**src/pkg/pfs_pkg.sv**
```systemverilog
// Package: constants and carrier types for the paper feed sequencer
package pfs_pkg;
    // Clock rate and derived cycle counts
    localparam int unsigned CLK_HZ = 20_000_000;
    localparam int unsigned WAIT_UNIT_MS = 100;
    localparam int unsigned WAIT_UNIT_CYC = CLK_HZ / 1000 * WAIT_UNIT_MS;
    localparam int unsigned STEP_RATE_HZ = 400;
    localparam int unsigned STEP_PERIOD_CYC = CLK_HZ / STEP_RATE_HZ;
    // Feed geometry in hundredths of an inch and motor ratio
    localparam int unsigned STEPS_PER_INCH = 144;
    localparam int unsigned TOP_FORM_DEFAULT_CIN = 35;
    localparam int unsigned LOAD_CIN = 300;
    localparam int unsigned PARK_CIN = 1900;
    localparam int unsigned LOAD_STEPS = LOAD_CIN * STEPS_PER_INCH / 100;
    localparam int unsigned PARK_STEPS = PARK_CIN * STEPS_PER_INCH / 100;
    localparam int unsigned TOP_FORM_DEFAULT_STEPS = TOP_FORM_DEFAULT_CIN * STEPS_PER_INCH / 100;
    localparam int unsigned STEP_W = 16;
    localparam int unsigned WAIT_W = 8;
    localparam logic [STEP_W-1:0] STEP_ZERO = 16'h0000;
    localparam logic [WAIT_W-1:0] WAIT_ZERO = 8'h00;
    // Synchroniser value after reset: sensors read blocked, levers and keys off,
    // so no sheet appears to arrive in the first cycles after reset
    localparam logic [6:0] SYNC_IDLE = 7'h18;

    // Paper path decoded from the lever switches
    typedef enum logic [1:0] {
        PFS_PATH_CUT = 2'h0,
        PFS_PATH_REAR = 2'h1,
        PFS_PATH_BOTTOM = 2'h2,
        PFS_PATH_BAD = 2'h3
    } pfs_path_e;

    // Sequencer states, with codes in Gray order as listed
    typedef enum logic [2:0] {
        PFS_IDLE = 3'h0,
        PFS_WAIT = 3'h1,
        PFS_LOAD = 3'h3,
        PFS_FORM = 3'h2,
        PFS_PARK = 3'h6,
        PFS_JAM = 3'h7,
        PFS_ALARM = 3'h5
    } pfs_state_e;

    // Motor command bundle
    typedef struct packed {
        logic step;
        logic reverse;
        logic busy;
    } pfs_motor_s;

    // Operator key bundle
    typedef struct packed {
        logic load;
        logic park;
        logic sel;
    } pfs_keys_s;
endpackage

```
**src/pfs_paper_feed_sequencer.sv**
```systemverilog
// Paper feed sequencer: lever decode, auto load, jam, park and top-line control
//
// Overview of operation
// - Rear switch only means rear continuous
// - Bottom switch only means bottom continuous
// - Both switches off means cut sheet
// - Cut sheet: wait menu time, then feed
// - Load to top-of-form, default 0.35 inch
// - Continuous: load key starts feed to start
// - Load key commands about 3 inch feed
// - No paper after load feed means jam
// - Park reverses until paper end or 19 inch
// - No paper end after 19 inch: alarm
// - Select clears alarm; park key repeats
// - Cut/rear: rear sensor clear means paper
// - Bottom: bottom sensor clear means paper
// - Front-edge start prints one way first
`timescale 1ns/1ps
`default_nettype none

module pfs_paper_feed_sequencer
    import pfs_pkg::*;
#(
    parameter int unsigned WAIT_UNIT = WAIT_UNIT_CYC,
    parameter int unsigned STEP_PERIOD = STEP_PERIOD_CYC,
    parameter int unsigned LOAD_DIST = LOAD_STEPS,
    parameter int unsigned PARK_DIST = PARK_STEPS,
    parameter int unsigned UNIDIR_DIST = 8'hFF
)
(
    input wire logic clk_sys_i,
    input wire logic rst_n_i,
    input wire logic rear_switch_i,
    input wire logic bottom_switch_i,
    input wire logic rear_sensor_blocked_i,
    input wire logic bottom_sensor_blocked_i,
    input wire logic form_feed_load_key_i,
    input wire logic park_key_i,
    input wire logic select_key_i,
    input wire logic [WAIT_W-1:0] wait_time_i,
    input wire logic [STEP_W-1:0] top_of_form_position_i,
    input wire logic zero_tear_off_i,
    output logic [1:0] paper_path_o,
    output logic cut_sheet_mode_o,
    output logic lever_invalid_o,
    output logic paper_present_o,
    output logic line_feed_motor_step_o,
    output logic line_feed_motor_reverse_o,
    output logic feed_busy_o,
    output logic load_done_o,
    output logic feed_jam_o,
    output logic alarm_lamp_o,
    output logic unidirectional_o
);

    // ------------------------------------------------------------
    // Input synchronisers
    // ------------------------------------------------------------
    localparam int unsigned NSYNC = 7;
    logic [NSYNC-1:0] meta_reg, sync_reg, prev_reg;
    logic [NSYNC-1:0] meta_next, sync_next, prev_next;

    // Pins are asynchronous to clk_sys_i; two stages before any use
    always_comb
    begin
        meta_next = {rear_switch_i, bottom_switch_i, rear_sensor_blocked_i,
            bottom_sensor_blocked_i, form_feed_load_key_i, park_key_i, select_key_i};
        sync_next = meta_reg;
        prev_next = sync_reg;
    end

    // Register synchroniser stages
    always_ff @(posedge clk_sys_i)
    begin
        if (!rst_n_i)
        begin
            meta_reg <= SYNC_IDLE;
            sync_reg <= SYNC_IDLE;
            prev_reg <= SYNC_IDLE;
        end
        else
        begin
            meta_reg <= meta_next;
            sync_reg <= sync_next;
            prev_reg <= prev_next;
        end
    end

    logic rear_sw, bottom_sw, rear_blk, bottom_blk;
    pfs_keys_s key_press;
    assign rear_sw = sync_reg[6];
    assign bottom_sw = sync_reg[5];
    assign rear_blk = sync_reg[4];
    assign bottom_blk = sync_reg[3];
    // Key presses act on the rising edge only, so a held key fires once
    assign key_press.load = sync_reg[2] & ~prev_reg[2];
    assign key_press.park = sync_reg[1] & ~prev_reg[1];
    assign key_press.sel = sync_reg[0] & ~prev_reg[0];

    // ------------------------------------------------------------
    // Lever decode and paper detection
    // ------------------------------------------------------------
    pfs_path_e path;
    logic paper;

    // Lever switch pair to paper path
    always_comb
    begin
        case ({rear_sw, bottom_sw})
            2'b10: path = PFS_PATH_REAR;
            2'b01: path = PFS_PATH_BOTTOM;
            2'b00: path = PFS_PATH_CUT;
            default: path = PFS_PATH_BAD;
        endcase
        // Sensor is blocked when no paper; bottom path has its own sensor
        if (path == PFS_PATH_BOTTOM)
            paper = ~bottom_blk;
        else
            paper = ~rear_blk;
    end

    // ------------------------------------------------------------
    // Step rate and wait time enables
    // ------------------------------------------------------------
    logic [31:0] div_reg, div_next, unit_reg, unit_next;
    logic step_en, unit_en;

    // Free-running dividers give one-cycle enables
    always_comb
    begin
        step_en = (div_reg == STEP_PERIOD - 1);
        unit_en = (unit_reg == WAIT_UNIT - 1);
        div_next = step_en ? 32'h0000_0000 : div_reg + 32'h0000_0001;
        unit_next = unit_en ? 32'h0000_0000 : unit_reg + 32'h0000_0001;
    end

    // Register dividers
    always_ff @(posedge clk_sys_i)
    begin
        if (!rst_n_i)
        begin
            div_reg <= 32'h0000_0000;
            unit_reg <= 32'h0000_0000;
        end
        else
        begin
            div_reg <= div_next;
            unit_reg <= unit_next;
        end
    end

    // ------------------------------------------------------------
    // Feed sequencer
    // ------------------------------------------------------------
    pfs_state_e state_reg, state_next;
    logic [STEP_W-1:0] steps_reg, steps_next;
    logic [STEP_W-1:0] target_reg, target_next;
    logic [WAIT_W-1:0] wait_reg, wait_next;
    logic [STEP_W-1:0] top_steps_reg, top_steps_next;
    pfs_motor_s motor_reg, motor_next;
    logic done_reg, done_next, jam_reg, jam_next, alarm_reg, alarm_next;
    logic uni_reg, uni_next, paper_prev_reg, paper_prev_next;
    logic [STEP_W-1:0] form_steps;

    // Zero tear-off moves top of form to the sheet's front edge
    assign form_steps = zero_tear_off_i ? STEP_ZERO : top_of_form_position_i;

    // Next-state logic for load, park, jam and alarm
    always_comb
    begin
        state_next = state_reg;
        steps_next = steps_reg;
        target_next = target_reg;
        wait_next = wait_reg;
        top_steps_next = top_steps_reg;
        motor_next = motor_reg;
        motor_next.step = 1'b0;
        done_next = done_reg;
        jam_next = jam_reg;
        alarm_next = alarm_reg;
        uni_next = uni_reg;
        paper_prev_next = paper;
        case (state_reg)
            PFS_IDLE:
            begin
                motor_next.busy = 1'b0;
                steps_next = STEP_ZERO;
                if (path == PFS_PATH_BAD)
                    state_next = PFS_IDLE;
                else if (key_press.park && path != PFS_PATH_CUT)
                begin
                    state_next = PFS_PARK;
                    target_next = PARK_DIST[STEP_W-1:0];
                    motor_next.reverse = 1'b1;
                    motor_next.busy = 1'b1;
                    done_next = 1'b0;
                end
                else if (path == PFS_PATH_CUT && paper && !paper_prev_reg && !done_reg)
                begin
                    state_next = PFS_WAIT;
                    wait_next = wait_time_i;
                end
                else if (path != PFS_PATH_CUT && key_press.load)
                begin
                    state_next = PFS_LOAD;
                    target_next = LOAD_DIST[STEP_W-1:0];
                    motor_next.reverse = 1'b0;
                    motor_next.busy = 1'b1;
                end
                if (path == PFS_PATH_CUT && !paper)
                    done_next = 1'b0;
            end
            PFS_WAIT:
            begin
                // Sheet pulled back out during the wait cancels the load
                if (!paper || path != PFS_PATH_CUT)
                    state_next = PFS_IDLE;
                else if (wait_reg == WAIT_ZERO)
                begin
                    state_next = PFS_FORM;
                    steps_next = STEP_ZERO;
                    target_next = form_steps;
                    motor_next.reverse = 1'b0;
                    motor_next.busy = 1'b1;
                end
                else if (unit_en)
                    wait_next = wait_reg - 8'h01;
            end
            PFS_LOAD:
            begin
                if (steps_reg >= target_reg)
                begin
                    if (!paper)
                    begin
                        state_next = PFS_JAM;
                        jam_next = 1'b1;
                        alarm_next = 1'b1;
                        motor_next.busy = 1'b0;
                    end
                    else
                    begin
                        state_next = PFS_FORM;
                        steps_next = STEP_ZERO;
                        target_next = form_steps;
                    end
                end
                else if (step_en)
                begin
                    motor_next.step = 1'b1;
                    steps_next = steps_reg + 16'h0001;
                end
            end
            PFS_FORM:
            begin
                if (steps_reg >= target_reg)
                begin
                    state_next = PFS_IDLE;
                    done_next = 1'b1;
                    motor_next.busy = 1'b0;
                    // Front-edge start prints one way until edge clears roller cover
                    uni_next = (target_reg == STEP_ZERO);
                    top_steps_next = STEP_ZERO;
                end
                else if (step_en)
                begin
                    motor_next.step = 1'b1;
                    steps_next = steps_reg + 16'h0001;
                end
            end
            PFS_PARK:
            begin
                if (!paper)
                begin
                    state_next = PFS_IDLE;
                    motor_next.busy = 1'b0;
                    motor_next.reverse = 1'b0;
                end
                else if (steps_reg >= target_reg)
                begin
                    state_next = PFS_ALARM;
                    alarm_next = 1'b1;
                    motor_next.busy = 1'b0;
                    motor_next.reverse = 1'b0;
                end
                else if (step_en)
                begin
                    motor_next.step = 1'b1;
                    steps_next = steps_reg + 16'h0001;
                end
            end
            PFS_ALARM:
            begin
                // Park key only restarts after select has cleared the lamp
                if (alarm_reg && key_press.sel)
                    alarm_next = 1'b0;
                else if (!alarm_reg && key_press.park)
                begin
                    state_next = PFS_PARK;
                    steps_next = STEP_ZERO;
                    motor_next.reverse = 1'b1;
                    motor_next.busy = 1'b1;
                end
            end
            PFS_JAM:
            begin
                // Feeding held until operator clears with select
                if (key_press.sel)
                begin
                    state_next = PFS_IDLE;
                    jam_next = 1'b0;
                    alarm_next = 1'b0;
                end
            end
            default:
            begin
                state_next = PFS_IDLE;
                motor_next = '0;
            end
        endcase
        // Count forward feed while printing one way from the front edge
        if (uni_reg && motor_reg.step && !motor_reg.reverse)
        begin
            top_steps_next = top_steps_reg + 16'h0001;
            if (top_steps_reg >= UNIDIR_DIST[STEP_W-1:0])
                uni_next = 1'b0;
        end
        if (state_next == PFS_PARK || state_next == PFS_LOAD)
            uni_next = 1'b0;
    end

    // Register sequencer state
    always_ff @(posedge clk_sys_i)
    begin
        if (!rst_n_i)
        begin
            state_reg <= PFS_IDLE;
            steps_reg <= STEP_ZERO;
            target_reg <= STEP_ZERO;
            wait_reg <= WAIT_ZERO;
            top_steps_reg <= STEP_ZERO;
            motor_reg <= '0;
            done_reg <= 1'b0;
            jam_reg <= 1'b0;
            alarm_reg <= 1'b0;
            uni_reg <= 1'b0;
            paper_prev_reg <= 1'b0;
        end
        else
        begin
            state_reg <= state_next;
            steps_reg <= steps_next;
            target_reg <= target_next;
            wait_reg <= wait_next;
            top_steps_reg <= top_steps_next;
            motor_reg <= motor_next;
            done_reg <= done_next;
            jam_reg <= jam_next;
            alarm_reg <= alarm_next;
            uni_reg <= uni_next;
            paper_prev_reg <= paper_prev_next;
        end
    end

    // ------------------------------------------------------------
    // Registered status outputs
    // ------------------------------------------------------------
    logic [1:0] path_reg;
    logic cut_reg, bad_reg, paper_reg;

    // Status is registered so every output comes from a flip-flop
    always_ff @(posedge clk_sys_i)
    begin
        if (!rst_n_i)
        begin
            path_reg <= 2'h0;
            cut_reg <= 1'b0;
            bad_reg <= 1'b0;
            paper_reg <= 1'b0;
        end
        else
        begin
            path_reg <= path;
            cut_reg <= (path == PFS_PATH_CUT);
            bad_reg <= (path == PFS_PATH_BAD);
            paper_reg <= paper;
        end
    end

    assign paper_path_o = path_reg;
    assign cut_sheet_mode_o = cut_reg;
    assign lever_invalid_o = bad_reg;
    assign paper_present_o = paper_reg;
    assign line_feed_motor_step_o = motor_reg.step;
    assign line_feed_motor_reverse_o = motor_reg.reverse;
    assign feed_busy_o = motor_reg.busy;
    assign load_done_o = done_reg;
    assign feed_jam_o = jam_reg;
    assign alarm_lamp_o = alarm_reg;
    assign unidirectional_o = uni_reg;

endmodule

`default_nettype wire

```
**config.mk**
```make
export PLATFORM = sky130hd
export DESIGN_NAME = pfs_paper_feed_sequencer
export DESIGN_NICKNAME = d
export VERILOG_FILES = /design/src/pkg/pfs_pkg.sv /design/src/pfs_paper_feed_sequencer.sv
export SDC_FILE = /design/constraint.sdc
export NUM_CORES = 1
export LEC_CHECK = 0
export ABC_AREA = 1
export BUFFER_PORTS_ARGS = -buffer_cell sky130_fd_sc_hd__buf_4
export CAP_MARGIN = 15
export CELL_PAD_IN_SITES_DETAIL_PLACEMENT = 1
export CELL_PAD_IN_SITES_GLOBAL_PLACEMENT = 2
export CORE_ASPECT_RATIO = 1.75
export CORE_MARGIN = 1
export CORE_UTILIZATION = 35
export CTS_CLUSTER_DIAMETER = 30
export DETAILED_ROUTE_END_ITERATION = 16
export PLACE_DENSITY = 0.89
export SLEW_MARGIN = 20
export SYNTH_ARGS = -nofsm -noshare
export SYNTH_HDL_FRONTEND = slang
export SYNTH_SLANG_ARGS = --single-unit
```
**constraint.sdc**
```tcl
create_clock -name clk_sys_i -period 2.6 [get_ports clk_sys_i]
set_input_delay 0.52 -clock clk_sys_i [delete_from_list [all_inputs] [get_ports clk_sys_i]]
set_output_delay 0.52 -clock clk_sys_i [all_outputs]
set_load 0.005 [all_outputs]
```
==> flow_metrics.py <==
metrics = {
    "layout": {
        "fin_util_pct": 40.9,
        "nets": 1422,
        "antenna_cells": 0,
        "seqCellArea_sq_um": 3040,
        "final_cell_mix": "nand2_1 (339), inv_1 (186), dfxtp_1 (152)",
        "drive_gt1_share_pct": 13.5,
        "fillers": 3198,
        "design_area_sq_um": 10100,
        "mostFrequentLayoutCell": "nand2_1",
        "multiInputGateArea_sq_um": 4760,
        "area_growth_pct": 14.7,
    },
    "min_path": {
        "min_path_cells": 3,
        "holdCritPathClass": "primary input to flop",
        "whs_endpoint": "meta_reg[5]$_SDFF_PN0_",
        "worstHoldStart": "bottom_switch_i",
    },
    "timing": {
        "fin_crit_ns": 2.28,
        "fin_ws_ns": 0.322,
        "timing.fmax_mhz": 439,
        "clock_skew_ns": 0.00905,
        "hold_viol": 0,
        "setup_tns_ns": 0,
        "worst_slew_pin_slew_ns": 0.590,
        "slew-limit-headroom_pct": 60.3,
        "finalSetupViolCount": 0,
        "slew_violations": 0,
        "timing.final.crit_share_pct": 87.6,
        "rsz0062_at_grt": "false",
    },
    "clock_network": {
        "postCtsHoldBufs": 0,
        "clk_latency_ns": 0.44,
        "cts_setup_buffers": 0,
        "cts_buffers": 17,
        "cts_root_buf": "clkbuf_16",
        "cts.sinks": 152,
        "cts_tree": "built",
        "clockBufferDepth": 2,
        "ctsResizeCount": 0,
        "h-tree-depth": 4,
        "clk_pin_slew_worst_paths_ns": 0.06,
    },
    "flow_run": {
        "cap_violations": 0,
    },
    "logic_synthesis": {
        "synthAdderAreaFrac_pct": 2.99,
        "synthTopCellsByArea": "dfxtp_1 (35%), nand2_1 (14%), inv_1 (8.0%)",
        "yosys_warnings": 0,
        "synth_compound_area_share_pct": 9.42,
        "syn_nets": 1371,
        "synthMuxAreaShare_pct": 0,
        "synth_top_flop_cell": "dfxtp_1",
        "synth-seq-cells": 152,
        "ys_seq_area_share_pct": 34.7,
        "synth_xor_area_share_pct": 4.39,
        "synth_simple_gate_area_share_pct": 37.4,
        "synth_top_family_by_area": "simple AND/OR/NAND/NOR gates",
        "syn-cell-area_sq_um": 8780,
        "synth_edf_count": 0,
        "syn-instance-count": 1316,
        "synth_cell_types": 46,
        "async_flop_share_pct": 0,
        "synth_top_area_cell": "dfxtp_1",
        "syn_area_per_cell_sq_um": 6.67,
        "synth.top_cell.area_share_pct": 34.7,
    },
    "setup_path": {
        "r2r-start": "target_reg[1]$_SDFFE_PN0P_",
        "worst_path_max_delay_cell": "dfxtp_1",
        "r2r_end": "steps_reg[3]$_SDFFE_PN0P_",
        "endpoint_kind": "flop",
        "path_buf_inv": 2,
        "crit_required_ns": 2.92,
        "critPathKind": "flop to flop",
        "cp-start-kind": "flop",
        "path_cells": "inv_1, ha_1, nand2_1, nand2_1, nand2_1, nand2_1, nand2_1, nand2_1, nand2_2, nand2_2, nand2_1, nand2_2, nor2_8, inv_4, nand2_1, a21oi_1",
        "cp_data_arrival_time_ns": 2.60,
        "crit_top_cell": "nand2_1",
        "r2r_setup_slack_ns": 0.32,
        "worst-path-max-fanout": 17,
        "cp_top_family": "simple AND/OR/NAND/NOR gates",
        "crit_path_max_incr_delay_ns": 0.39,
        "rr_worst_depth": 16,
    },
    "outcome": {
        "outcome": "finished clean",
    },
    "grt": {
        "grt_max_degree": 33,
        "gr-usage-all-layers_pct": 21.0,
        "grt_pass1_vias": 8838,
        "grt_pass1_wl_um": 41900,
        "antenna_found_initial": 0,
        "overflow": 0,
    },
    "route": {
        "first_pass_iters": 4,
        "via_per_inst": 4.98,
        "wire_per_inst_um": 14.9,
        "drt-met1-wl_um": 9550,
        "wl_met3_um": 481,
        "drtIter0Drc": 211,
        "routed.top_layer": "met4",
        "dr_total_vias": 8418,
        "wl_um": 25200,
        "met2_length_um": 14200,
        "postRouteAntennaNets": 0,
        "drc": 0,
    },
    "placement": {
        "dp_worst_setup_slack_ns": 0.292,
        "dp_hpwl_um": 19800,
        "portBuffers": 45,
        "placed_area_sq_um": 9440,
        "place_congestion": 0.812,
    },
    "die": {
        "die_w_um": 122,
        "num_rows": 76,
        "die_h_um": 211,
        "core_area_sq_um": 24600,
        "dieArea_sq_um": 25700,
        "start_util_pct": 35.6,
        "ios": 46,
    },
    "pwr": {
        "power_density_nw_per_um2": 586,
        "ir_drop_mv": 0.447,
        "leakage_nw": 4.41,
    },
}
worst max path at each step:
| stage | slack (ns) | start | endpoint | cells past startpoint |
|---|---|---|---|---|
| floorplan | 0.63 | steps_reg[11]$_SDFFE_PN0P_ | steps_reg[5]$_SDFFE_PN0P_ | 12 |
| global placement | 0.32 | target_reg[1]$_SDFFE_PN0P_ | steps_reg[5]$_SDFFE_PN0P_ | 16 |
| detailed placement | 0.29 | target_reg[1]$_SDFFE_PN0P_ | steps_reg[11]$_SDFFE_PN0P_ | 16 |
| CTS | 0.27 | div_reg[0]$_SDFF_PP0_ | div_reg[14]$_SDFF_PP0_ | 10 |
| global route | 0.09 | div_reg[0]$_SDFF_PP0_ | div_reg[14]$_SDFF_PP0_ | 10 |
| finish | 0.32 | target_reg[1]$_SDFFE_PN0P_ | steps_reg[3]$_SDFFE_PN0P_ | 16 |
synthesized netlist by cell type, types with 11 or more instances:
master	count
nor2_2	14
ha_1	21
nor4_1	21
nor2_1	148
nor3_1	30
inv_1	186
nand3_1	66
nand2_2	19
nand4_1	24
xor2_1	35
nor3b_1	14
o21ai_0	45
nand2_1	339
a21oi_1	73
dfxtp_1	152
inv_2	11
cell type report:
class | count | share of cell area (%)
flip-flops and latches | 152 | 30.2
multi-input cells | 928 | 47.3
clock buffers | 17 | 4.23
inverters | 203 | 7.61
repair buffers | 65 | 4.85
well taps | 312 | 3.88
clock inverters | 15 | 1.95
kinds of logic after synthesis:
family	after synthesis
AND/OR/NAND/NOR	715
buffers and inverters	236
flip-flops	152
AO/OA/AOI/OAI	148
XOR/XNOR	44
adder cells (fa/ha/maj)	21
stage by stage:
step                      power (W)  cells  hold WS (ns)
after floorplan             0.00306   1316         0.390
after global placement      0.00326   1660         0.393
after detailed placement    0.00328   1660         0.403
after CTS                   0.00600   1692         0.231
after global routing        0.00618   1692         0.240
final                       0.00590   1692         0.256
routing by layer:
| metal | up-vias | GRT usage (%) |
|---|---|---|
| li1 | 4282 | - |
| met1 | 3980 | 20.4 |
| met2 | 102 | 41.2 |
| met3 | 54 | 3.53 |
| met4 | 0 | 10.8 |
| met5 | - | 0 |
power breakdown:
group / leakage [nW] / internal (W) / switching (W)
clock: 0.308 / 0.00161 / 0.00107
combinational: 2.87 / 0.000252 / 0.000511
sequential: 1.23 / 0.00240 / 0.0000492
worst min-delay path: stages:
cell and delay, ns:
buf_4 0.07, nand2_1 0.04, inv_1 0.04
Power figures use the tool's default switching activity.
